===== src/sswb_defines.svh =====
// constants shared by both ends of the sleep/wake/balance command link
// Contract
// - sleep accepted only at broadcast address, else NAK
// - topmost device acknowledges a valid sleep
// - sleep waits; valid traffic cancels pending sleep
// - repeated sleep restarts the wait timer
// - sleep entry within 500 us at 100 MHz
// - no fault timeout on sleep requests; host times out sleep requests as it does wakeups
// - unrequested device sleeps on enabled watchdog expiry
// - in sleep only link, oscillator, registers stay; here timed and auto balancing keep driving the FETs in sleep
// - wakeup only at broadcast, else master NAKs; here an asleep master drops an individual wakeup without a NAK
// - master wakes, sends 4 kHz wake burst upward
// - ignore first port while sending wake burst
// - topmost waits before wakeup ACK
// - host expects wakeup ACK within 63/100 ms
// - reset clears registers, stack address, size; silent
// - broadcast reset has no effect
// - host resets top down, then re-identifies
// - balance enable sets enable bit, may broadcast
// - balance inhibit clears enable bit, may broadcast
// - twelve independent balance FET outputs
// - timed mode switches outputs off at duration end
// - thirteen pattern locations; manual/timed use pointer zero; here they read the location at the pointer set by SSWB_CMD_WR_SET
// - auto steps locations 1..12, zero wraps to 1
// - mode 00 off, 01 manual, 10 timed, 11 auto
`ifndef SSWB_DEFINES_SVH
`define SSWB_DEFINES_SVH
`define SSWB_ADDR_ALL       4'hF
`define SSWB_CLK_MHZ        100
`define SSWB_SLEEP_WAIT_US  500
`define SSWB_SLEEP_WAIT_CYC (`SSWB_SLEEP_WAIT_US * `SSWB_CLK_MHZ)
`define SSWB_WAKE_HZ        4000
`define SSWB_WAKE_HALF_CYC  ((`SSWB_CLK_MHZ * 1000000) / (2 * `SSWB_WAKE_HZ))
`define SSWB_WAKE_PULSES    4
`define SSWB_TOP_WAIT_US    2000
`define SSWB_TOP_WAIT_CYC   (`SSWB_TOP_WAIT_US * `SSWB_CLK_MHZ)
`define SSWB_WAKE_ACK_MS8   63
`define SSWB_WAKE_ACK_MS14  100
`define SSWB_HOST_TMO_CYC   (`SSWB_WAKE_ACK_MS14 * 1000 * `SSWB_CLK_MHZ)
`define SSWB_PAT_LOCS       13
`define SSWB_PAT_LAST       4'hC
`define SSWB_PAT_FIRST      4'h1
`define SSWB_REG_CTRL       8'h00
`define SSWB_REG_STAT       8'h04
`define SSWB_REG_RESP       8'h08
`endif


===== src/sswb_pkg.sv =====
// shared types of the sleep/wake/balance command link
package sswb_pkg;
  typedef enum logic [3:0] {
    SSWB_CMD_NONE    = 4'h0,
    SSWB_CMD_SLEEP   = 4'h1,
    SSWB_CMD_WAKE    = 4'h2,
    SSWB_CMD_RESET   = 4'h3,
    SSWB_CMD_BAL_EN  = 4'h4,
    SSWB_CMD_BAL_INH = 4'h5,
    SSWB_CMD_WR_PAT  = 4'h6,
    SSWB_CMD_WR_SET  = 4'h7,
    SSWB_CMD_PING    = 4'h8
  } sswb_cmd_t;
  typedef enum logic [1:0] {
    SSWB_RSP_NONE = 2'h0,
    SSWB_RSP_ACK  = 2'h1,
    SSWB_RSP_NAK  = 2'h2
  } sswb_rsp_t;
  typedef enum logic [1:0] {
    SSWB_BM_OFF    = 2'b00,
    SSWB_BM_MANUAL = 2'b01,
    SSWB_BM_TIMED  = 2'b10,
    SSWB_BM_AUTO   = 2'b11
  } sswb_bmode_t;
  typedef enum logic [3:0] {
    SSWB_ST_AWAKE   = 4'b0001,
    SSWB_ST_PEND    = 4'b0010,
    SSWB_ST_ASLEEP  = 4'b0100,
    SSWB_ST_WAKEOUT = 4'b1000
  } sswb_state_t;
endpackage : sswb_pkg


===== src/sswb_link_if.sv =====
// command link between host controller and stack device
`timescale 1ns/1ns
interface sswb_link_if;
  logic                cmdValid;
  sswb_pkg::sswb_cmd_t cmdCode;
  logic [3:0]          cmdAddr;
  logic [15:0]         cmdData;
  logic                rspValid;
  sswb_pkg::sswb_rsp_t rspCode;
  logic                wakeIn;
  modport device (input cmdValid, input cmdCode, input cmdAddr, input cmdData,
                  output rspValid, output rspCode, input wakeIn);
  modport host   (output cmdValid, output cmdCode, output cmdAddr, output cmdData,
                  input rspValid, input rspCode, output wakeIn);
endinterface : sswb_link_if


===== src/sswb_device.sv =====
// stack device end: sleep, wake, reset and balance command handling
//
// The implementer's own choices: the APB slave port and the register addresses.
`timescale 1ns/1ns
`include "sswb_defines.svh"
module sswb_device (
  input  wire logic   clk,
  input  wire logic   sys_rst,
  sswb_link_if.device link,
  input  wire logic   isTop,
  input  wire logic   isMaster,
  input  wire logic   wdogEn,
  input  wire logic   wdogExpired,
  input  wire logic   balDurDone,
  input  wire logic   autoCycleTick,
  output logic [3:0]  devAddr,
  output logic        asleep,
  output logic        wakeOut,
  output logic        balanceEnableBit,
  output logic [1:0]  balMode,
  output logic [3:0]  patPtr,
  output logic        endOfBalance,
  output logic [11:0] balFet
);
  typedef struct packed {
    sswb_pkg::sswb_state_t st;
    logic [31:0] cnt;
    logic [3:0]  pulses;
    logic        wakeLvl;
    logic        topAckPend;
    logic        rspV;
    sswb_pkg::sswb_rsp_t rsp;
    logic [3:0]  addr;
    logic [3:0]  size;
    logic        balance_enable_bit;
    logic [1:0]  mode;
    logic [3:0]  ptr;
    logic        eob;
    logic [11:0] fet;
    logic [`SSWB_PAT_LOCS*12-1:0] pat;
    logic        w1;
    logic        w2;
    logic        w3;
  } sswb_dev_t;
  sswb_dev_t s_r, s_nxt;
  logic bcast, mine, valid, wakeRise;
  logic [11:0] curPat;
  always_comb begin
    s_nxt = s_r;
    s_nxt.w1 = link.wakeIn;
    s_nxt.w2 = s_r.w1;
    s_nxt.w3 = s_r.w2;
    s_nxt.rspV = 1'b0;
    s_nxt.rsp = sswb_pkg::SSWB_RSP_NONE;
    bcast = link.cmdAddr == `SSWB_ADDR_ALL;
    mine = bcast || link.cmdAddr == s_r.addr;
    // edge taken past the synchroniser so a metastable first stage never reaches logic
    wakeRise = s_r.w2 && !s_r.w3;
    // first port is deaf while the wake burst goes out
    valid = link.cmdValid && s_r.st != sswb_pkg::SSWB_ST_WAKEOUT;
    curPat = s_r.pat[s_r.ptr*12 +: 12];
    case (s_r.st)
      sswb_pkg::SSWB_ST_AWAKE: begin
        if (wdogEn && wdogExpired) begin
          s_nxt.st = sswb_pkg::SSWB_ST_ASLEEP;
        end
      end
      sswb_pkg::SSWB_ST_PEND: begin
        // no fault timeout here; silence is the only symptom
        s_nxt.cnt = s_r.cnt + 32'h1;
        if (valid && link.cmdCode != sswb_pkg::SSWB_CMD_SLEEP) begin
          s_nxt.st = sswb_pkg::SSWB_ST_AWAKE;
        end else if (s_r.cnt >= `SSWB_SLEEP_WAIT_CYC - 1) begin
          s_nxt.st = sswb_pkg::SSWB_ST_ASLEEP;
        end
      end
      sswb_pkg::SSWB_ST_ASLEEP: begin
        if (wakeRise || (valid && isMaster && bcast
            && link.cmdCode == sswb_pkg::SSWB_CMD_WAKE)) begin
          s_nxt.st = sswb_pkg::SSWB_ST_WAKEOUT;
          s_nxt.cnt = 32'h0;
          s_nxt.pulses = 4'h0;
        end
      end
      sswb_pkg::SSWB_ST_WAKEOUT: begin
        s_nxt.cnt = s_r.cnt + 32'h1;
        if (s_r.cnt >= `SSWB_WAKE_HALF_CYC - 1) begin
          s_nxt.cnt = 32'h0;
          s_nxt.wakeLvl = !s_r.wakeLvl;
          if (s_r.wakeLvl) begin
            s_nxt.pulses = s_r.pulses + 4'h1;
            if (s_r.pulses == `SSWB_WAKE_PULSES - 1) begin
              s_nxt.st = sswb_pkg::SSWB_ST_AWAKE;
              s_nxt.topAckPend = isTop;
            end
          end
        end
      end
      default: s_nxt.st = sswb_pkg::SSWB_ST_AWAKE;
    endcase
    if (s_r.topAckPend && s_r.st == sswb_pkg::SSWB_ST_AWAKE) begin
      s_nxt.cnt = s_r.cnt + 32'h1;
      if (s_r.cnt >= `SSWB_TOP_WAIT_CYC - 1) begin
        s_nxt.topAckPend = 1'b0;
        s_nxt.rspV = 1'b1;
        s_nxt.rsp = sswb_pkg::SSWB_RSP_ACK;
        s_nxt.cnt = 32'h0;
      end
    end
    if (valid && mine && s_r.st != sswb_pkg::SSWB_ST_ASLEEP) begin
      case (link.cmdCode)
        sswb_pkg::SSWB_CMD_SLEEP: begin
          if (bcast) begin
            s_nxt.st = sswb_pkg::SSWB_ST_PEND;
            s_nxt.cnt = 32'h0;
            if (isTop) begin
              s_nxt.rspV = 1'b1;
              s_nxt.rsp = sswb_pkg::SSWB_RSP_ACK;
            end
          end else begin
            s_nxt.rspV = 1'b1;
            s_nxt.rsp = sswb_pkg::SSWB_RSP_NAK;
          end
        end
        sswb_pkg::SSWB_CMD_WAKE: begin
          if (!bcast && isMaster) begin
            s_nxt.rspV = 1'b1;
            s_nxt.rsp = sswb_pkg::SSWB_RSP_NAK;
          end
        end
        sswb_pkg::SSWB_CMD_RESET: begin
          if (!bcast) begin
            s_nxt = '0;
            s_nxt.st = sswb_pkg::SSWB_ST_AWAKE;
            s_nxt.w1 = link.wakeIn;
            s_nxt.w2 = s_r.w1;
            s_nxt.w3 = s_r.w2;
          end
        end
        sswb_pkg::SSWB_CMD_BAL_EN: begin
          s_nxt.balance_enable_bit = 1'b1;
          s_nxt.eob = 1'b0;
        end
        sswb_pkg::SSWB_CMD_BAL_INH: s_nxt.balance_enable_bit = 1'b0;
        sswb_pkg::SSWB_CMD_WR_PAT: begin
          if (link.cmdData[15:12] <= `SSWB_PAT_LAST) begin
            s_nxt.pat[link.cmdData[15:12]*12 +: 12] = link.cmdData[11:0];
          end
        end
        sswb_pkg::SSWB_CMD_WR_SET: begin
          s_nxt.mode = link.cmdData[1:0];
          s_nxt.ptr = link.cmdData[7:4] > `SSWB_PAT_LAST ? `SSWB_PAT_LAST
                      : link.cmdData[7:4];
          s_nxt.addr = link.cmdData[11:8];
          s_nxt.size = link.cmdData[15:12];
        end
        default: begin
        end
      endcase
    end
    // balance outputs; sleep stops manual balancing
    s_nxt.fet = 12'h000;
    if (s_r.balance_enable_bit) begin
      case (s_r.mode)
        sswb_pkg::SSWB_BM_MANUAL: begin
          if (s_r.st == sswb_pkg::SSWB_ST_AWAKE) begin
            s_nxt.fet = curPat;
          end
        end
        sswb_pkg::SSWB_BM_TIMED: begin
          if (balDurDone) begin
            s_nxt.balance_enable_bit = 1'b0;
            s_nxt.eob = 1'b1;
          end else begin
            s_nxt.fet = curPat;
          end
        end
        sswb_pkg::SSWB_BM_AUTO: begin
          s_nxt.fet = curPat;
          if (autoCycleTick) begin
            if (s_r.ptr >= `SSWB_PAT_LAST || s_r.ptr == 4'h0
                || s_r.pat[(s_r.ptr+4'h1)*12 +: 12] == 12'h000) begin
              s_nxt.ptr = `SSWB_PAT_FIRST;
            end else begin
              s_nxt.ptr = s_r.ptr + 4'h1;
            end
          end
        end
        default: s_nxt.fet = 12'h000;
      endcase
    end
  end
  always_ff @(posedge clk) begin
    if (sys_rst) begin
      s_r <= '0;
      s_r.st <= sswb_pkg::SSWB_ST_AWAKE;
    end else begin
      s_r <= s_nxt;
    end
  end
  assign link.rspValid = s_r.rspV;
  assign link.rspCode = s_r.rsp;
  assign devAddr = s_r.addr;
  assign asleep = s_r.st == sswb_pkg::SSWB_ST_ASLEEP;
  assign wakeOut = s_r.wakeLvl;
  assign balanceEnableBit = s_r.balance_enable_bit;
  assign balMode = s_r.mode;
  assign patPtr = s_r.ptr;
  assign endOfBalance = s_r.eob;
  assign balFet = s_r.fet;
endmodule : sswb_device


===== src/flat_wrapper.sv =====
// flat-port wrapper written by rule: the top's interface ports become plain ports
module sswb_device_flat 
  (clk, sys_rst, isTop, isMaster, wdogEn, wdogExpired, balDurDone, autoCycleTick, devAddr, asleep, wakeOut, balanceEnableBit, balMode, patPtr, endOfBalance, balFet, link_cmdValid, link_cmdCode, link_cmdAddr, link_cmdData, link_rspValid, link_rspCode, link_wakeIn);
  sswb_link_if link_i ();
  input  wire logic clk;
  input  wire logic sys_rst;
  input  wire logic isTop;
  input  wire logic isMaster;
  input  wire logic wdogEn;
  input  wire logic wdogExpired;
  input  wire logic balDurDone;
  input  wire logic autoCycleTick;
  output logic [3:0] devAddr;
  output logic asleep;
  output logic wakeOut;
  output logic balanceEnableBit;
  output logic [1:0] balMode;
  output logic [3:0] patPtr;
  output logic endOfBalance;
  output logic [11:0] balFet;
  input wire logic [$bits(link_i.cmdValid)-1:0] link_cmdValid;
  input wire logic [$bits(link_i.cmdCode)-1:0] link_cmdCode;
  input wire logic [$bits(link_i.cmdAddr)-1:0] link_cmdAddr;
  input wire logic [$bits(link_i.cmdData)-1:0] link_cmdData;
  output wire logic [$bits(link_i.rspValid)-1:0] link_rspValid;
  output wire logic [$bits(link_i.rspCode)-1:0] link_rspCode;
  input wire logic [$bits(link_i.wakeIn)-1:0] link_wakeIn;
  assign link_i.cmdValid = link_cmdValid;
  assign link_i.cmdCode = link_cmdCode;
  assign link_i.cmdAddr = link_cmdAddr;
  assign link_i.cmdData = link_cmdData;
  assign link_rspValid = link_i.rspValid;
  assign link_rspCode = link_i.rspCode;
  assign link_i.wakeIn = link_wakeIn;
  sswb_device u_core (.clk(clk), .sys_rst(sys_rst), .link(link_i), .isTop(isTop), .isMaster(isMaster), .wdogEn(wdogEn), .wdogExpired(wdogExpired), .balDurDone(balDurDone), .autoCycleTick(autoCycleTick), .devAddr(devAddr), .asleep(asleep), .wakeOut(wakeOut), .balanceEnableBit(balanceEnableBit), .balMode(balMode), .patPtr(patPtr), .endOfBalance(endOfBalance), .balFet(balFet));
endmodule

===== config.mk =====
export PLATFORM = sky130hd
export DESIGN_NAME = sswb_device_flat
export DESIGN_NICKNAME = d
export VERILOG_FILES = /design/src/sswb_pkg.sv /design/src/sswb_link_if.sv /design/src/sswb_device.sv /design/src/flat_wrapper.sv
export VERILOG_INCLUDE_DIRS = /design/src /design/src/src
export SDC_FILE = /design/constraint.sdc
export NUM_CORES = 1
export LEC_CHECK = 0
export ABC_AREA = 1
export BUFFER_PORTS_ARGS = -buffer_cell sky130_fd_sc_hd__clkbuf_2
export CORE_MARGIN = 3
export CORE_UTILIZATION = 44
export CTS_CLUSTER_SIZE = 14
export DETAILED_ROUTE_END_ITERATION = 16
export GPL_TIMING_DRIVEN = 0
export PLACE_DENSITY = 0.68
export SLEW_MARGIN = 20
export SYNTH_ARGS = -nofsm -noshare
export SYNTH_HDL_FRONTEND = slang
export SYNTH_SLANG_ARGS = --single-unit

===== constraint.sdc =====
create_clock -name clk -period 4.5 [get_ports clk]
set_input_delay 0.45 -clock clk [delete_from_list [all_inputs] [get_ports clk]]
set_output_delay 0.45 -clock clk [all_outputs]
set_load 0.005 [all_outputs]

# Yosys cells after proc, flatten, opt, wreduce, memory -nomap -nowiden
# Cells that the tools add are included.
word_totals:
  output_inout_bits: 29
  reg_bits: 232
op_classes:
  bitwise: 1
  n_shift: 4
  addsub: 5
  eq_ne: 22
  mux: 49
  n_mul: 3
  reduce_logical: 25
  order_cmp: 6
op_table:
  columns: ["operator", "n"]
  rows:
  - ["232-bit 2-to-1 mux", 2]
  - ["156-bit case mux with 2 select lines", 1]
  - ["156-bit bitwise mux", 1]
  - ["156-bit 2-to-1 mux", 1]
  - ["12-bit by 34-bit variable shift with 156-bit output, first input constant", 1]
  - ["12-bit by 34-bit variable part select with 156-bit output", 1]
  - ["156-bit by 33-bit variable part select with 12-bit output", 1]
  - ["156-bit by 9-bit variable part select with 12-bit output", 1]
  - ["32-bit case mux with 3 select lines", 1]
  - ["36-bit case mux with 2 select lines", 1]
  - ["32-bit 2-to-1 mux", 2]
  - ["4-bit 2-to-1 mux", 12]
  - ["42-bit 2-to-1 mux", 1]
  - ["40-bit 2-to-1 mux", 1]
  - ["12-bit 2-to-1 mux", 3]
  - ["36-bit 2-to-1 mux", 1]
  - ["12-bit case mux with 3 select lines", 1]
  - ["8-bit negation with 34-bit output", 1]
  - ["32-bit by 1-bit adder with 32-bit output, second input constant", 1]
  - ["32-bit by 14-bit greater-or-equal comparator with 1-bit output, second input constant", 1]
  - ["32-bit by 16-bit greater-or-equal comparator with 1-bit output, second input constant", 1]
  - ["32-bit by 18-bit greater-or-equal comparator with 1-bit output, second input constant", 1]
  - ["32-bit by 2-bit multiplier with 30-bit output, second input constant", 1]
  - ["4-bit by 3-bit == test with 1-bit output, second input constant", 5]
  - ["39 further kinds", 72]

# Logic depth before layout (Yosys ltp)
logic_depth:
  depth_word: 15
  depth_mapped: 27

# Worst setup path before layout
# No wires, ideal clock.
synth_timing:
  path_kind: "in2reg"
  from: "input port link_cmdData[12]"
  to: "register u_core.s_r[67] (netlist name)"
  setup_time_ns: 0.128
  arrival_time_ns: 3.346
  path_stages: 19
  path_slack_ns: 1.027
  cell_sequence: "buf_2 -> inv_1 -> clkbuf_1 -> ha_1 -> nor2_4 -> nand2_2 -> nor2_2 -> nand2_1 -> inv_1 -> ha_1 -> clkbuf_1 -> clkinv_1 -> nor2_1 -> inv_2 -> buf_2 -> nor2_2 -> o21ai_1 -> a22oi_1 -> nor2_1"
synth_via:
  elab_chain_cells: 6
synth_lines:
  columns: ["item", "line", "text"]
  rows:
  - ["from (decl)", "flat_wrapper.sv:24", "input wire logic [$bits(link_i.cmdData)-1:0] link_cmdData;"]
  - ["4-bit by 2-bit multiplier with 6-bit output", "sswb_device.sv:147", "s_nxt.pat[link.cmdData[15:12]*12 +: 12] = link.cmdData[11:0];"]
  - ["8-bit negation with 34-bit output", "sswb_device.sv:147", null]
  - ["12-bit by 34-bit variable part select with 156-bit output / 12-bit by 34-bit variable shift with 156-bit output (equally long branches)", "sswb_device.sv:147", null]
  - ["156-bit bitwise mux", "sswb_device.sv:147", null]
  - ["156-bit 2-to-1 mux", "sswb_device.sv:146", "if (link.cmdData[15:12] <= `SSWB_PAT_LAST) begin"]
  - ["156-bit case mux with 2 select lines", "sswb_device.sv:111", "case (link.cmdCode)"]
  - ["to (signal assigned)", "sswb_device.sv:198", "s_r <= s_nxt;"]
  - ["to (decl)", "sswb_device.sv:45", "sswb_dev_t s_r, s_nxt;"]
# Parallel ways exist; a longest one is shown, timed or not. The select of a mux whose other input is x is not followed.
# A chain may end at the register's enable or synchronous reset.

# Worst setup path in the final report
layout_timing:
  from: "register u_core.s_r (netlist bit u_core.patPtr[0])"
  to: "register u_core.s_r (netlist bit u_core.patPtr[3])"
layout_via:
  elab_chain_cells: 9
layout_lines:
  columns: ["item", "line", "text"]
  rows:
  - ["4-bit by 1-bit adder with 5-bit output", "sswb_device.sv:182", "|| s_r.pat[(s_r.ptr+4'h1)*12 +: 12] == 12'h000) begin"]
  - ["32-bit by 2-bit multiplier with 30-bit output", "sswb_device.sv:182", null]
  - ["156-bit by 33-bit variable part select with 12-bit output", "sswb_device.sv:182", null]
  - ["12-bit zero test", "sswb_device.sv:182", null]
  - ["1-bit logical OR", "sswb_device.sv:181", "if (s_r.ptr >= `SSWB_PAT_LAST || s_r.ptr == 4'h0"]
  - ["4-bit 2-to-1 mux (*)", "sswb_device.sv:181", null]
  - ["4-bit 2-to-1 mux (*)", "sswb_device.sv:180", "if (autoCycleTick) begin"]
  - ["4-bit 2-to-1 mux (*)", "sswb_device.sv:164", "case (s_r.mode)"]
  - ["17-bit 2-to-1 mux (*)", "sswb_device.sv:163", "if (s_r.balance_enable_bit) begin"]
# Mark *: on every way between the ends. The rest lies on a longest branch, timed or not.

==> results by group <==
Global routing
  • Global Route Usage Sum: 0.434
  • Grt ovf: 0
  • Initial antenna violation count: 1
  • Vias in the first global route: 19900
  • Pin count of the biggest net entering global routing: 14
  • First-pass GRT wire length: 130000 um

Placed design
  • Port Buf Inserts: 61
  • HPWL after DPL: 73500 um
  • GPL Wtd Cong: 1.12

Pwr
  • Logic pwr share: 0.161
  • PD cells: 270 mW/mm^2
  • Max VDD drop: 0.330 mV
  • Sw power: 1.56 mW
  • Register share of total power: 0.403
  • Cell Int Power: 3.46 mW
  • Sw frac: 0.311
  • Pleak: 7.76 nW
  • Clock power frac: 0.436

Routing
  • WL final: 91900 um
  • WL met3: 13400 um
  • Routed wl met2: 37100 um
  • Initial detailed-routing violation count: 3408
  • DRT Pass-1 Iters: 6
  • Vias: 21600
  • Vias per std cell: 6.25
  • # DRC: 0
  • DRT antenna net count: 0
  • Routed len/inst: 26.6 um
  • M1 WL: 34200 um
  • Top sig layer: met5

Yosys
  • Syn Inst Count: 2840
  • Syn. warnings: 0
  • Synth Net Count: 2890
  • Post-synth ARST share: 0
  • Synth cell types: 59
  • Number of synthesized register bits: 228
  • Post-Syn Area: 0.0167 sq mm
  • Dominant synthesized flop cell: dfxtp_1
  • Seq/Total Area, Yosys: 0.273
  • Mean cell area of the mapped netlist: 5.89 sq um
  • Post-synth EDFFs: 0

Floorplan
  • Cell row count: 70
  • Initial Util: 0.452
  • Core Region: 0.0370 sq mm
  • I/O pins: 63
  • Chip Width: 201 um
  • Die area: 0.0404 sq mm
  • Chip Height: 201 um

Cells and area
  • Commonest non-fill, non-tap cell in the layout: nand2_1
  • Area Overhead vs Synth: 11.1%
  • Filler cells: 3971
  • Final net count: 2975
  • Most frequent cells in the layout: nand2_1 (918), nand3_1 (308), a21oi_1 (252)
  • Footprint of the multi-input gates: 0.0104 sq mm
  • Layout cells sized above 1: 0.0961
  • Register area: 0.00456 sq mm

Worst setup path
  • Cell breakdown of the critical path: buf_2 > inv_2 > buf_4 > clkbuf_4 > buf_4 > ha_2 > nand2_2 > nand2_4 > nand2_2 > inv_4 > nand4_1 > nand3_1 > nor2_1 > nor2_1 > nand3_1 > nand2_1 > nand2_1 > nand2_1 > nand2_1 > nand3_1 > a21oi_1
  • CP peak stage delay: 390 ps
  • Most used cell, CP: nand2_1
  • Critical path's slowest cell: ha_2
  • Crit end category: register
  • Crit path buffers/inverters: 6
  • Top delay family on crit path: simple AND/OR/NAND/NOR gates
  • Worst Path Required: 4990 ps
  • Critical-path maximum fanout: 19
  • Critical Path AT: 4820 ps
  • CP startpoint kind: register
  • Setup CP Type: register to register

Timing
  • Slew at the pin closest to its max-slew limit: 1260 ps
  • TNS Setup: 0 ps
  • Minimum clock period: 4330 ps
  • Relative slew margins: 0.159
  • Fmax: 231 MHz
  • Final clock skew: 28.0 ps
  • Final Cycle Share: 0.962
  • Setup-failing EPs final: 0
  • Unrepaired setup endpoints after global routing: false
  • Hold Slack: 142 ps
  • Final Hold Fails: 0
  • Final Max Tran Viols: 0

Min path
  • Min-delay worst type: input port to register

Clock network
  • CTS sink cnt: 228
  • Hold_buf cts: 0
  • Post-CTS Setup Inserts: 0
  • Clock Root Buffer: clkbuf_16
  • Clock Tree Buf Depth: 3
  • CTS buffer count: 26
  • Worst skew pair latency: 570 ps
  • TritonCTS clock tree: done
  • H-tree depth: 1
  • Register clock-pin slew on the reported worst setup and hold paths: 60 ps

Outcome
  • Run status: finished clean

Run
  • Maxcap violations: 0
[final timing paths]
kind	startpoint	to	slack [ps]	cells after the start
hold reg to reg	u_core.s_r[2]$_SDFF_PP0_	u_core.s_r[1]$_SDFF_PP0_	410	2
hold / removal	link_wakeIn	u_core.s_r[2]$_SDFF_PP0_	140	3
setup / recovery	u_core.patPtr[0]$_SDFF_PP0_	u_core.patPtr[3]$_SDFF_PP0_	170	21
setup reg to reg	u_core.patPtr[0]$_SDFF_PP0_	u_core.patPtr[3]$_SDFF_PP0_	170	21
[stage by stage]
stage | worst slack [ps] | utilization | instance area [sq um] | power (mW) | instances
after floorplan | 1030 | - | 16700 | 2.55 | 2840
after global placement | -597 | 0.477 | 17700 | 2.82 | 3405
after detailed placement | -565 | 0.477 | 17700 | 2.83 | 3405
after CTS | 26.4 | 0.501 | 18600 | 4.96 | 3452
after global routing | 21.3 | 0.502 | 18600 | 5.13 | 3448
final | 171 | 0.502 | 18600 | 5.02 | 3449
[cell usage after synthesis, types with 6 or more instances]
cell | instances | area [sq um]
nand2_1 | 918 | 3450
nand3_1 | 308 | 1540
a21oi_1 | 252 | 1260
inv_1 | 240 | 901
dfxtp_1 | 228 | 4560
nor2_1 | 218 | 818
o21ai_0 | 152 | 761
buf_2 | 64 | 320
clkbuf_1 | 59 | 221
nand4_1 | 53 | 332
o21ai_1 | 32 | 160
buf_4 | 30 | 225
o211ai_1 | 27 | 203
xor2_1 | 24 | 210
nor2_2 | 22 | 138
inv_2 | 19 | 71.3
nor3_1 | 16 | 80.1
a211oi_1 | 15 | 113
ha_1 | 15 | 188
a22oi_1 | 14 | 105
o22ai_1 | 12 | 75.1
nand2_2 | 11 | 68.8
a31oi_1 | 10 | 62.6
a221oi_1 | 9 | 78.8
buf_1 | 8 | 30.0
o21a_1 | 8 | 60.1
nor3_2 | 6 | 60.1
o2111ai_1 | 6 | 52.6
or2_2 | 6 | 37.5
[tightest hold or removal path, delay by kind of cell]
family / cells / cell delay [ps]
buf+inv: 2 / 150
simple gates: 1 / 60
[area by class of cell]
| type | count | area share |
|---|---|---|
| Multi-Input combinational cell | 2188 | 0.559 |
| Sequential cell | 228 | 0.246 |
| Inverter | 261 | 0.0532 |
| Buffer | 159 | 0.0447 |
| Clock buffer | 38 | 0.0401 |
| Tap cell | 504 | 0.0339 |
| Timing Repair Buffer | 61 | 0.0164 |
| Clock inverter | 9 | 0.00646 |
| Antenna cell | 1 | 0.000135 |
[power groups by stage]
stage                     Clock, mW  Sequential, mW  Combinational, mW
after floorplan                   0            2.07              0.483
after global placement            0            2.07              0.754
after detailed placement          0            2.07              0.764
after CTS                      2.17            2.02              0.768
after global routing           2.25            2.02              0.853
final                          2.19            2.02              0.810
[layer usage]
layer / vias up / global-route usage
li1: 9529 / -
met1: 10000 / 0.551
met2: 1657 / 0.640
met3: 368 / 0.143
met4: 2 / 0.258
met5: - / 0
[registers in the layout (all words and copies together) (netlist names)]
name / cells
u_core.balMode: 2
u_core.link.rspCode: 2
u_core.devAddr: 4
u_core.patPtr: 4
u_core.link.rspValid: 1
u_core.balanceEnableBit: 1
u_core.s_r: 200
u_core.balFet: 12
u_core.endOfBalance: 1
u_core.wakeOut: 1
[what timing repair did]
action	in CTS	in global routing
endpoints found under the setup margin	4	9
gates resized for setup	10	14
hold endpoints to repair	0	0
[cells by family (layout without fill, tap and decap cells)]
| group | count (synthesis) | after routing | share of synthesized area |
|---|---|---|---|
| XOR/XNOR | 30 | 30 | 0.0161 |
| other | 0 | 1 | 0 |
| AO/OA/AOI/OAI | 562 | 562 | 0.188 |
| buffers and inverters | 424 | 528 | 0.108 |
| adder cells (fa/ha/maj) | 16 | 16 | 0.0124 |
| AND/OR/NAND/NOR | 1580 | 1580 | 0.403 |
| flip-flops | 228 | 228 | 0.273 |
Note: power is estimated with default switching activity, not from simulation.
